File: src/hcd_map.svh
/*
 Register offsets, field positions, reset values and encodings of the
 hall commutation decoder.
 Assumes byte addressing on a 32-bit register bus, one word per register.
*/
`ifndef HCD_MAP_SVH
`define HCD_MAP_SVH

`define HCD_OFS_CTL      8'h00
`define HCD_OFS_SOFT     8'h04
`define HCD_OFS_CHK      8'h08
`define HCD_OFS_FLT      8'h0c
`define HCD_OFS_EDGE     8'h10
`define HCD_OFS_IRQ_STAT 8'h14
`define HCD_OFS_IRQ_MASK 8'h18
`define HCD_OFS_TBL0     8'h20
`define HCD_TBL_COUNT    12
`define HCD_TBL_BACK     6

`define HCD_CTL_TSEL_LO  6
`define HCD_CTL_DLY      5
`define HCD_CTL_ANGLE    4
`define HCD_CTL_MODE     3
`define HCD_CTL_BRAKE    2
`define HCD_CTL_DIR      1
`define HCD_CTL_EN       0
`define HCD_CTL_RST      8'h10

`define HCD_FLT_EN       3
`define HCD_FLT_SEL_NONE 3'h7

`define HCD_EDGE_OFF     2'h0
`define HCD_EDGE_RISE    2'h1
`define HCD_EDGE_FALL    2'h2
`define HCD_EDGE_BOTH    2'h3

`define HCD_BRAKE_PAT    6'h15
`define HCD_STEP_BAD     3'h7

`define HCD_RESP_OKAY    2'h0
`define HCD_RESP_SLVERR  2'h2

`endif

File: src/hcd_pkg.sv
/*
 Types shared by the hall commutation decoder modules.
 Assumes hcd_map.svh is on the include path.
*/
package hcd_pkg;
	typedef logic [5:0] hcd_pat_type;
	typedef logic [2:0] hcd_hall_type;
	typedef enum logic [0:0] {
		HCD_DLY_IDLE,
		HCD_DLY_WAIT
	} hcd_dly_state_type;
endpackage

File: src/hcd_flt_if.sv
/*
 Carrier between the decoder top and its hall noise filter.
 Assumes one system clock shared by both ends.
*/
`timescale 1ns/10ps
interface hcd_flt_if;
	logic [2:0] raw;
	logic       enable;
	logic [2:0] clk_sel;
	logic [4:0] checks;
	logic [2:0] filtered;
	modport filt (input raw, enable, clk_sel, checks, output filtered);
	modport user (output raw, enable, clk_sel, checks, input filtered);
endinterface

File: src/hcd_filter.sv
/*
 Hall noise filter: prescaled sampling and per-input confirmation count.
 Assumes raw hall inputs already synchronous to clk_sys.
*/
`timescale 1ns/10ps
`include "hcd_map.svh"
module hcd_filter
	import hcd_pkg::*;
(
	input  wire logic clk_sys,
	input  wire logic resetn,
	hcd_flt_if.filt   flt
);
	logic [6:0] pre_reg;
	logic [4:0] cnt_reg [3];
	logic [2:0] filt_reg;
	logic       tick;
	logic [4:0] need;

	function automatic logic [6:0] div_mask(input logic [2:0] sel);
		div_mask = 7'((8'h02 << sel) - 8'h01);
	endfunction

	always_ff @(posedge clk_sys) begin
		if (!resetn)
			pre_reg <= 7'h00;
		else
			pre_reg <= pre_reg + 7'h01;
	end

	// Code 111 gives no sample ticks, so the filtered level holds
	assign tick = (flt.clk_sel != `HCD_FLT_SEL_NONE) &&
		((pre_reg & div_mask(flt.clk_sel)) == div_mask(flt.clk_sel));
	// A count of zero still needs one confirming sample
	assign need = (flt.checks == 5'h00) ? 5'h01 : flt.checks;

	always_ff @(posedge clk_sys) begin
		if (!resetn) begin
			filt_reg <= 3'h0;
			for (int i = 0; i < 3; i++)
				cnt_reg[i] <= 5'h00;
		end else if (!flt.enable) begin
			filt_reg <= flt.raw;
			for (int i = 0; i < 3; i++)
				cnt_reg[i] <= 5'h00;
		end else if (tick) begin
			for (int i = 0; i < 3; i++) begin
				if (flt.raw[i] == filt_reg[i]) begin
					cnt_reg[i] <= 5'h00;
				end else if (cnt_reg[i] + 5'h01 >= need) begin
					filt_reg[i] <= flt.raw[i];
					cnt_reg[i] <= 5'h00;
				end else begin
					cnt_reg[i] <= cnt_reg[i] + 5'h01;
				end
			end
		end
	end

	assign flt.filtered = filt_reg;
endmodule

File: src/hcd_top.sv
/*
 Hall commutation decoder with AXI4-Lite registers, noise filter, timer
 driven delay path, commutation tables, brake and phase A edge interrupt.
 Assumes hall pins and timer match pulses are synchronous to clk_sys.
*/
// What this block does
// - Phase A edge select is 2 bits: off, rising, falling or both edges.
// - A 2-bit field picks which timer's compare-A match ends the delay.
// - Delay select 0 passes hall inputs straight, 1 routes them via delay.
// - Angle bit 0 picks 60 degree decoding, 1 picks 120, reset value 1.
// - Software mode takes soft hall bits 0..2, hardware the filtered pins.
// - Brake forces tops to 0 and bottoms to 1 whatever else is set.
// - Direction 0 uses the forward table and 1 the backward table.
// - Entries 0..5 hold forward patterns, 6..11 backward, per hall step.
// - Enable bit 1 turns decoding on, 0 off, and it resets to 0.
// - Without brake, disabled decoding or an invalid hall state drives all outputs 0.
// - Each of twelve entries holds six bits, A top in bit 5 to C bottom.
// - Unimplemented upper register bits read back as zero.
// - A 5-bit count sets how many checks the filter needs for a change.
// - Filter enable 0 bypasses the filter, 1 filters, reset value 0.
// - Filter clock select divides by 2 to 128 for codes 0..6; 7 stops sampling.
`timescale 1ns/10ps
`include "hcd_map.svh"
module hcd_top
	import hcd_pkg::*;
(
	input  wire logic        clk_sys,
	input  wire logic        resetn,
	input  wire logic [7:0]  s_axi_awaddr,
	input  wire logic [2:0]  s_axi_awprot,
	input  wire logic        s_axi_awvalid,
	output logic             s_axi_awready,
	input  wire logic [31:0] s_axi_wdata,
	input  wire logic [3:0]  s_axi_wstrb,
	input  wire logic        s_axi_wvalid,
	output logic             s_axi_wready,
	output logic [1:0]       s_axi_bresp,
	output logic             s_axi_bvalid,
	input  wire logic        s_axi_bready,
	input  wire logic [7:0]  s_axi_araddr,
	input  wire logic [2:0]  s_axi_arprot,
	input  wire logic        s_axi_arvalid,
	output logic             s_axi_arready,
	output logic [31:0]      s_axi_rdata,
	output logic [1:0]       s_axi_rresp,
	output logic             s_axi_rvalid,
	input  wire logic        s_axi_rready,
	input  wire logic [2:0]  hall_pin_in,
	input  wire logic [2:0]  timer_match,
	output logic [2:0]       delay_timer_run,
	output logic             phase_a_top_out,
	output logic             phase_a_bottom_out,
	output logic             phase_b_top_out,
	output logic             phase_b_bottom_out,
	output logic             phase_c_top_out,
	output logic             phase_c_bottom_out,
	output logic             phase_a_interrupt
);
	logic [7:0]        ctl_reg;
	logic [2:0]        soft_hall_reg;
	logic [4:0]        chk_reg;
	logic [3:0]        flt_reg;
	logic [1:0]        edge_reg;
	logic              irq_stat_reg;
	logic              irq_mask_reg;
	hcd_pat_type       tbl_reg [`HCD_TBL_COUNT];
	logic              aw_got_reg;
	logic              w_got_reg;
	logic [7:0]        aw_addr_reg;
	logic [31:0]       w_data_reg;
	logic              w_lane0_reg;
	logic              wr_fire;
	logic [7:0]        wr_addr;
	logic [31:0]       wr_data;
	logic              wr_lane0;
	logic              rd_fire;
	logic [31:0]       rd_word;
	logic              rd_ok;
	logic              fha_prev_reg;
	logic              edge_hit;
	logic              irq_clear;
	hcd_hall_type      src_hall;
	hcd_hall_type      dly_hall_reg;
	hcd_hall_type      pend_hall_reg;
	hcd_dly_state_type dly_state_reg;
	logic              match_sel;
	hcd_hall_type      hall_sel;
	logic [2:0]        step;
	logic [3:0]        tbl_idx;
	hcd_pat_type       out_reg;
	hcd_pat_type       out_next;
	logic [2:0]        fh;
	hcd_flt_if         flt ();

	// Hall vector is {a, b, c}; step 7 marks a state with no table entry
	function automatic logic [2:0] hall_step(input logic [2:0] h,
		input logic angle);
		logic [2:0] s;
		s = `HCD_STEP_BAD;
		case (h)
			3'h4: s = 3'h0;
			3'h6: s = 3'h1;
			3'h3: s = 3'h3;
			3'h1: s = 3'h4;
			3'h7: s = angle ? `HCD_STEP_BAD : 3'h2;
			3'h2: s = angle ? 3'h2 : `HCD_STEP_BAD;
			3'h0: s = angle ? `HCD_STEP_BAD : 3'h5;
			3'h5: s = angle ? 3'h5 : `HCD_STEP_BAD;
			default: s = `HCD_STEP_BAD;
		endcase
		return s;
	endfunction

	function automatic logic is_tbl(input logic [7:0] a);
		return a >= `HCD_OFS_TBL0 &&
			a < `HCD_OFS_TBL0 + 8'(4 * `HCD_TBL_COUNT) && a[1:0] == 2'h0;
	endfunction

	function automatic logic [3:0] tbl_of(input logic [7:0] a);
		return 4'((a - `HCD_OFS_TBL0) >> 2);
	endfunction

	// Write channel: address and data are taken in either order
	assign s_axi_awready = !aw_got_reg && !s_axi_bvalid;
	assign s_axi_wready  = !w_got_reg && !s_axi_bvalid;
	assign wr_addr  = aw_got_reg ? aw_addr_reg : s_axi_awaddr;
	assign wr_data  = w_got_reg ? w_data_reg : s_axi_wdata;
	assign wr_lane0 = w_got_reg ? w_lane0_reg : s_axi_wstrb[0];
	assign wr_fire  = (aw_got_reg || (s_axi_awvalid && s_axi_awready)) &&
		(w_got_reg || (s_axi_wvalid && s_axi_wready));

	always_ff @(posedge clk_sys) begin
		if (!resetn) begin
			aw_got_reg  <= 1'b0;
			w_got_reg   <= 1'b0;
			aw_addr_reg <= 8'h00;
			w_data_reg  <= 32'h0;
			w_lane0_reg <= 1'b0;
		end else if (wr_fire) begin
			aw_got_reg <= 1'b0;
			w_got_reg  <= 1'b0;
		end else begin
			if (s_axi_awvalid && s_axi_awready) begin
				aw_got_reg  <= 1'b1;
				aw_addr_reg <= s_axi_awaddr;
			end
			if (s_axi_wvalid && s_axi_wready) begin
				w_got_reg   <= 1'b1;
				w_data_reg  <= s_axi_wdata;
				w_lane0_reg <= s_axi_wstrb[0];
			end
		end
	end

	always_ff @(posedge clk_sys) begin
		if (!resetn) begin
			s_axi_bvalid <= 1'b0;
			s_axi_bresp  <= `HCD_RESP_OKAY;
		end else if (wr_fire) begin
			s_axi_bvalid <= 1'b1;
			s_axi_bresp  <= (wr_addr == `HCD_OFS_CTL ||
				wr_addr == `HCD_OFS_SOFT || wr_addr == `HCD_OFS_CHK ||
				wr_addr == `HCD_OFS_FLT || wr_addr == `HCD_OFS_EDGE ||
				wr_addr == `HCD_OFS_IRQ_STAT ||
				wr_addr == `HCD_OFS_IRQ_MASK || is_tbl(wr_addr)) ?
				`HCD_RESP_OKAY : `HCD_RESP_SLVERR;
		end else if (s_axi_bready) begin
			s_axi_bvalid <= 1'b0;
		end
	end

	// Registers are one byte wide, so only byte lane 0 writes them
	always_ff @(posedge clk_sys) begin
		if (!resetn) begin
			ctl_reg       <= `HCD_CTL_RST;
			soft_hall_reg <= 3'h0;
			chk_reg       <= 5'h00;
			flt_reg       <= 4'h0;
			edge_reg      <= `HCD_EDGE_OFF;
			irq_mask_reg  <= 1'b0;
			for (int i = 0; i < `HCD_TBL_COUNT; i++)
				tbl_reg[i] <= 6'h00;
		end else if (wr_fire && wr_lane0) begin
			case (wr_addr)
				`HCD_OFS_CTL:      ctl_reg <= wr_data[7:0];
				`HCD_OFS_SOFT:     soft_hall_reg <= wr_data[2:0];
				`HCD_OFS_CHK:      chk_reg <= wr_data[4:0];
				`HCD_OFS_FLT:      flt_reg <= wr_data[3:0];
				`HCD_OFS_EDGE:     edge_reg <= wr_data[1:0];
				`HCD_OFS_IRQ_MASK: irq_mask_reg <= wr_data[0];
				default: begin
					if (is_tbl(wr_addr))
						tbl_reg[tbl_of(wr_addr)] <= wr_data[5:0];
				end
			endcase
		end
	end

	// Read channel: answer one cycle after the address is taken
	assign s_axi_arready = !s_axi_rvalid;
	assign rd_fire = s_axi_arvalid && s_axi_arready;

	always_comb begin
		rd_word = 32'h0;
		rd_ok   = 1'b1;
		case (s_axi_araddr)
			`HCD_OFS_CTL:      rd_word[7:0] = ctl_reg;
			`HCD_OFS_SOFT:     rd_word[2:0] = soft_hall_reg;
			`HCD_OFS_CHK:      rd_word[4:0] = chk_reg;
			`HCD_OFS_FLT:      rd_word[3:0] = flt_reg;
			`HCD_OFS_EDGE:     rd_word[1:0] = edge_reg;
			`HCD_OFS_IRQ_STAT: rd_word[0] = irq_stat_reg;
			`HCD_OFS_IRQ_MASK: rd_word[0] = irq_mask_reg;
			default: begin
				if (is_tbl(s_axi_araddr))
					rd_word[5:0] = tbl_reg[tbl_of(s_axi_araddr)];
				else
					rd_ok = 1'b0;
			end
		endcase
	end

	always_ff @(posedge clk_sys) begin
		if (!resetn) begin
			s_axi_rvalid <= 1'b0;
			s_axi_rdata  <= 32'h0;
			s_axi_rresp  <= `HCD_RESP_OKAY;
		end else if (rd_fire) begin
			s_axi_rvalid <= 1'b1;
			s_axi_rdata  <= rd_word;
			s_axi_rresp  <= rd_ok ? `HCD_RESP_OKAY : `HCD_RESP_SLVERR;
		end else if (s_axi_rready) begin
			s_axi_rvalid <= 1'b0;
		end
	end

	assign flt.raw     = hall_pin_in;
	assign flt.enable  = flt_reg[`HCD_FLT_EN];
	assign flt.clk_sel = flt_reg[2:0];
	assign flt.checks  = chk_reg;
	assign fh          = flt.filtered;

	hcd_filter u_filter (
		.clk_sys (clk_sys),
		.resetn  (resetn),
		.flt     (flt)
	);

	// Phase A edge interrupt watches the filtered pin, not the soft bits
	always_comb begin
		case (edge_reg)
			`HCD_EDGE_RISE: edge_hit = fh[2] && !fha_prev_reg;
			`HCD_EDGE_FALL: edge_hit = !fh[2] && fha_prev_reg;
			`HCD_EDGE_BOTH: edge_hit = fh[2] != fha_prev_reg;
			default:        edge_hit = 1'b0;
		endcase
	end

	assign irq_clear = wr_fire && wr_lane0 &&
		wr_addr == `HCD_OFS_IRQ_STAT && wr_data[0];

	always_ff @(posedge clk_sys) begin
		if (!resetn) begin
			fha_prev_reg <= 1'b0;
			irq_stat_reg <= 1'b0;
		end else begin
			fha_prev_reg <= fh[2];
			// A new edge outranks a clear in the same cycle
			if (edge_hit)
				irq_stat_reg <= 1'b1;
			else if (irq_clear)
				irq_stat_reg <= 1'b0;
		end
	end

	assign phase_a_interrupt = irq_stat_reg && irq_mask_reg;

	// Soft bit 0 is hall A, so the soft word is reversed into {a, b, c}
	assign src_hall = ctl_reg[`HCD_CTL_MODE] ? fh :
		{soft_hall_reg[0], soft_hall_reg[1], soft_hall_reg[2]};

	// Select code 3 names no timer, so a delayed state would never release
	always_comb begin
		case (ctl_reg[7:`HCD_CTL_TSEL_LO])
			2'h0:    match_sel = timer_match[0];
			2'h1:    match_sel = timer_match[1];
			2'h2:    match_sel = timer_match[2];
			default: match_sel = 1'b0;
		endcase
	end

	// Only one change is held; a delay longer than a step loses steps
	always_ff @(posedge clk_sys) begin
		if (!resetn) begin
			dly_state_reg <= HCD_DLY_IDLE;
			dly_hall_reg  <= 3'h0;
			pend_hall_reg <= 3'h0;
		end else if (!ctl_reg[`HCD_CTL_DLY]) begin
			dly_state_reg <= HCD_DLY_IDLE;
			dly_hall_reg  <= src_hall;
			pend_hall_reg <= 3'h0;
		end else begin
			case (dly_state_reg)
				HCD_DLY_IDLE: begin
					if (src_hall != dly_hall_reg) begin
						pend_hall_reg <= src_hall;
						dly_state_reg <= HCD_DLY_WAIT;
					end
				end
				HCD_DLY_WAIT: begin
					if (match_sel) begin
						dly_hall_reg  <= pend_hall_reg;
						dly_state_reg <= HCD_DLY_IDLE;
					end
				end
				default: dly_state_reg <= HCD_DLY_IDLE;
			endcase
		end
	end

	always_ff @(posedge clk_sys) begin
		if (!resetn)
			delay_timer_run <= 3'h0;
		else if (dly_state_reg == HCD_DLY_WAIT && !match_sel &&
			ctl_reg[`HCD_CTL_DLY])
			delay_timer_run <= 3'(4'h1 << ctl_reg[7:`HCD_CTL_TSEL_LO]);
		else
			delay_timer_run <= 3'h0;
	end

	assign hall_sel = ctl_reg[`HCD_CTL_DLY] ? dly_hall_reg : src_hall;
	assign step     = hall_step(hall_sel, ctl_reg[`HCD_CTL_ANGLE]);
	assign tbl_idx  = ctl_reg[`HCD_CTL_DIR] ?
		4'(step) + 4'(`HCD_TBL_BACK) : 4'(step);

	always_comb begin
		if (ctl_reg[`HCD_CTL_BRAKE])
			out_next = `HCD_BRAKE_PAT;
		else if (!ctl_reg[`HCD_CTL_EN] || step == `HCD_STEP_BAD)
			out_next = 6'h00;
		else
			out_next = tbl_reg[tbl_idx];
	end

	always_ff @(posedge clk_sys) begin
		if (!resetn)
			out_reg <= 6'h00;
		else
			out_reg <= out_next;
	end

	assign phase_a_top_out    = out_reg[5];
	assign phase_a_bottom_out = out_reg[4];
	assign phase_b_top_out    = out_reg[3];
	assign phase_b_bottom_out = out_reg[2];
	assign phase_c_top_out    = out_reg[1];
	assign phase_c_bottom_out = out_reg[0];
endmodule

File: config.mk
export PLATFORM = sky130hd
export DESIGN_NAME = hcd_top
export DESIGN_NICKNAME = d
export VERILOG_FILES = /design/src/hcd_pkg.sv /design/src/hcd_flt_if.sv /design/src/hcd_filter.sv /design/src/hcd_top.sv
export VERILOG_INCLUDE_DIRS = /design/src
export SDC_FILE = /design/constraint.sdc
export NUM_CORES = 1
export LEC_CHECK = 0
export ABC_AREA = 1
export BUFFER_PORTS_ARGS = -buffer_cell sky130_fd_sc_hd__buf_2
export CORE_UTILIZATION = 53
export CTS_BUF_LIST = sky130_fd_sc_hd__clkbuf_4 sky130_fd_sc_hd__clkbuf_8 sky130_fd_sc_hd__clkbuf_16
export CTS_CLUSTER_DIAMETER = 80
export DETAILED_ROUTE_END_ITERATION = 8
export HOLD_SLACK_MARGIN = 0.03
export PLACE_DENSITY_LB_ADDON = 0.12
export SLEW_MARGIN = 40
export SYNTH_ARGS = -nofsm -noshare
export SYNTH_HDL_FRONTEND = slang
export SYNTH_SLANG_ARGS = --single-unit
export TNS_END_PERCENT = 100
File: constraint.sdc
create_clock -name clk_sys -period 2.5 [get_ports clk_sys]
set_clock_uncertainty 0.1 [all_clocks]
set_input_delay 0.125 -clock clk_sys [delete_from_list [all_inputs] [get_ports clk_sys]]
set_output_delay 0.125 -clock clk_sys [all_outputs]
set_load 0.01 [all_outputs]
==> run summary <==
GP Congestion: 0.950
Yosys top cell by area: edfxtp_1
Register area share after synthesis: 0.486
Worst Setup SP: u_filter.cnt_reg[1][0]
Crit Path Class: register to register
Via count: 9284
Initial DRC Count: 983
Synthesized flop and latch total: 193
Buffers on Ports: 62
Leak: 5.18 nW
Detailed-router iteration count before antenna repair: 6
Synth unique cells: 47
Ys async rst share: 0
Unrepaired setup endpoints after global routing: yes
Die width: 141 microns
Critical Path, Cell by Cell: ha_1, ha_1, o21a_1, o21a_1, o21a_1, o21ai_2, nand4_1, nor3_1
Clock Latency Late Sink: 0.43 ns
Startpoint types: register
CTS buffer count: 17
Smallest hold slack: 0.148 ns
Crit path DAT: 2.60 ns
DR top layer: met4
First-pass GRT wire length: 44.8 mm
Mean number of vias per cell: 5.58
CTS tree: built
Fmax: 413 MHz
Min-delay worst type: input pin to register
Post-Synthesis Cells: 1234
Slew at the pin closest to its max-slew limit: 0.520 ns
Yosys warnings: 0
Final #Nets: 1485
Post-synth EDFFs: 111
Outcome: finished, final reports clean
Final Hold Vio Count: 0
Core area: 0.0188 sq mm
Layout cells sized above 1: 0.181
Root Driver: clkbuf_16
Drt drc: 0
CP max stage delay: 0.48 ns
GRT overflow: 0
Pwr dens: 603 mW/mm^2
Routed wire length: 28.8 mm
Max cap viols: 0
Hold path startpoint: s_axi_araddr[2]
M1 WL: 12.6 mm
Inst Count DP: 1606
Most frequent cell after synthesis: nor2_1
# clock sinks: 193
Critical Path Most Common Cell: o21a_1
HPWL Detailed: 21.0 mm
Synthesized area per cell: 8.30 sq um
Worst R2R Start: u_filter.cnt_reg[1][0]
Initial core utilization: 0.544
Area share of the largest cell type after synthesis: 0.325
Filler cells: 1643
Met2 routed WL: 12.9 mm
Die Span Y: 141 microns
Max-slew violation count: 0
Dominant synthesized flop cell: edfxtp_1
Min Tclk post-route: 2.42 ns
WP data required: 2.68 ns
Worst Path Max Fanout: 5
Area growth syn-to-layout: 19.6%
Routed wl met3: 2.59 mm
Sum Neg Setup Slack: 0 ns
Final period util: 0.967
Remaining antenna violation count: 0
Vias in the first global route: 8382
# IOs: 122
Max H-tree Level: 4
Hold path depth: 4
Worst slew margin: 0.652
Ranking of synthesized cells by area: edfxtp_1 (33%), dfxtp_1 (16%), nor2_1 (6.5%)
Clock transition at the registers of the reported paths: 0.07 ns
CP bufs+invs: 0
Post-CTS setup buffer count: 0
Number of inserted diodes: 0
Total track usage: 0.295
CP max-delay cell: edfxtp_1
Max FFs per register: 96
# setup viols final: 0
Reg2Reg Depth: 8
Post-Syn Area: 0.0102 sq mm
Site Rows: 50
Routed length per instance: 17.3 microns
Commonest cells post-synth: nor2_1 (177), nand2_1 (150), inv_1 (139)
Peak supply drop: 0.462 mV
Clk buf depth: 2
Top Family by Delay on Critical Path: adder cells
Initial antenna violation count: 0
Finished Layout Cells: 1664
Pin count of the biggest net entering global routing: 34
CP Depth: 8
CP endpoint kind: register
Die area: 0.0199 sq mm
power breakdown:
part           internal (W)  switching [W]
clock               0.00140        0.00122
combinational      0.000383       0.000745
sequential          0.00354      0.0000955
per-layer routing:
layer | track usage | vias up
met5 | 0 | -
met3 | 0.0601 | 56
met4 | 0.100 | 0
met2 | 0.454 | 445
met1 | 0.415 | 4284
li1 | - | 4499
placed cells by master, fill, tap and decap left out, types with 5 or more instances in the layout:
cell / instances
nor2_1: 174
nor2_4: 5
conb_1: 50
edfxtp_1: 111
ha_1: 19
o211ai_1: 19
a31oi_1: 21
nand3_2: 10
buf_4: 71
clkbuf_16: 18
nor3_1: 8
o21a_1: 8
o21ai_0: 93
inv_1: 135
o22ai_1: 44
xor2_1: 7
nand4_1: 34
o21ai_1: 6
dfxtp_1: 77
or2_2: 9
buf_2: 62
a21oi_1: 60
dlygate4sd3_1: 26
inv_2: 7
buf_12: 5
nand2_1: 137
nand3_1: 84
nand2_2: 28
cell type report:
type | count | area (sq um) | area share
clock buffers | 21 | 485 | 0.0396
inverters | 146 | 548 | 0.0447
multi-input cells | 868 | 4620 | 0.377
well taps | 260 | 325 | 0.0265
clock inverters | 11 | 73.8 | 0.00602
repair buffers | 165 | 1210 | 0.0991
flip-flops and latches | 193 | 4980 | 0.407
stage by stage:
step | util | cell area, sq um | power, W | setup WS (ns)
floorplan | - | 10400 | 0.00432 | 0.134
global placement | 0.598 | 11300 | 0.00475 | 0.0410
detailed placement | 0.598 | 11300 | 0.00477 | 0.00433
CTS | 0.642 | 12100 | 0.00738 | 0.00783
global route | 0.651 | 12300 | 0.00765 | -0.0510
finish | 0.651 | 12300 | 0.00739 | 0.0814
cell families (layout without fill, tap and decap cells):
group,after synthesis,count (layout),synth area share
AOI/OAI and AO/OA,275,275,0.155
xor gates and xnor gates,11,11,0.00940
adders and majority gates,23,23,0.0281
buffers and inverters,222,343,0.0970
DFF,193,193,0.486
muxes,3,3,0.00293
other,1,50,0.000366
and+or+nand+nor,506,506,0.222
worst paths after layout:
| check | end | slack [ns] |
|---|---|---|
| worst max-delay path | u_filter.cnt_reg[1][2] | 0.08 |
| worst min-delay path | s_axi_rresp[1] | 0.15 |
| worst max register to register | u_filter.cnt_reg[1][2] | 0.08 |
| worst min register to register | u_filter.pre_reg[0] | 0.37 |
tightest hold or removal path, delay by kind of cell:
family                 cells  cell delay, ns
AOI/OAI and AO/OA          2            0.23
buffers and inverters      1            0.14
and+or+nand+nor            1            0.13
what timing repair did:
item | 4_1_cts | 5_1_grt
pin swaps | 0 | 14
endpoints found under the setup margin | 1 | 71
gates resized for setup | 1 | 49
hold buffers | 26 | 0
endpoints found under the hold margin | 28 | 0
Note: power is estimated with default switching activity, not from simulation.
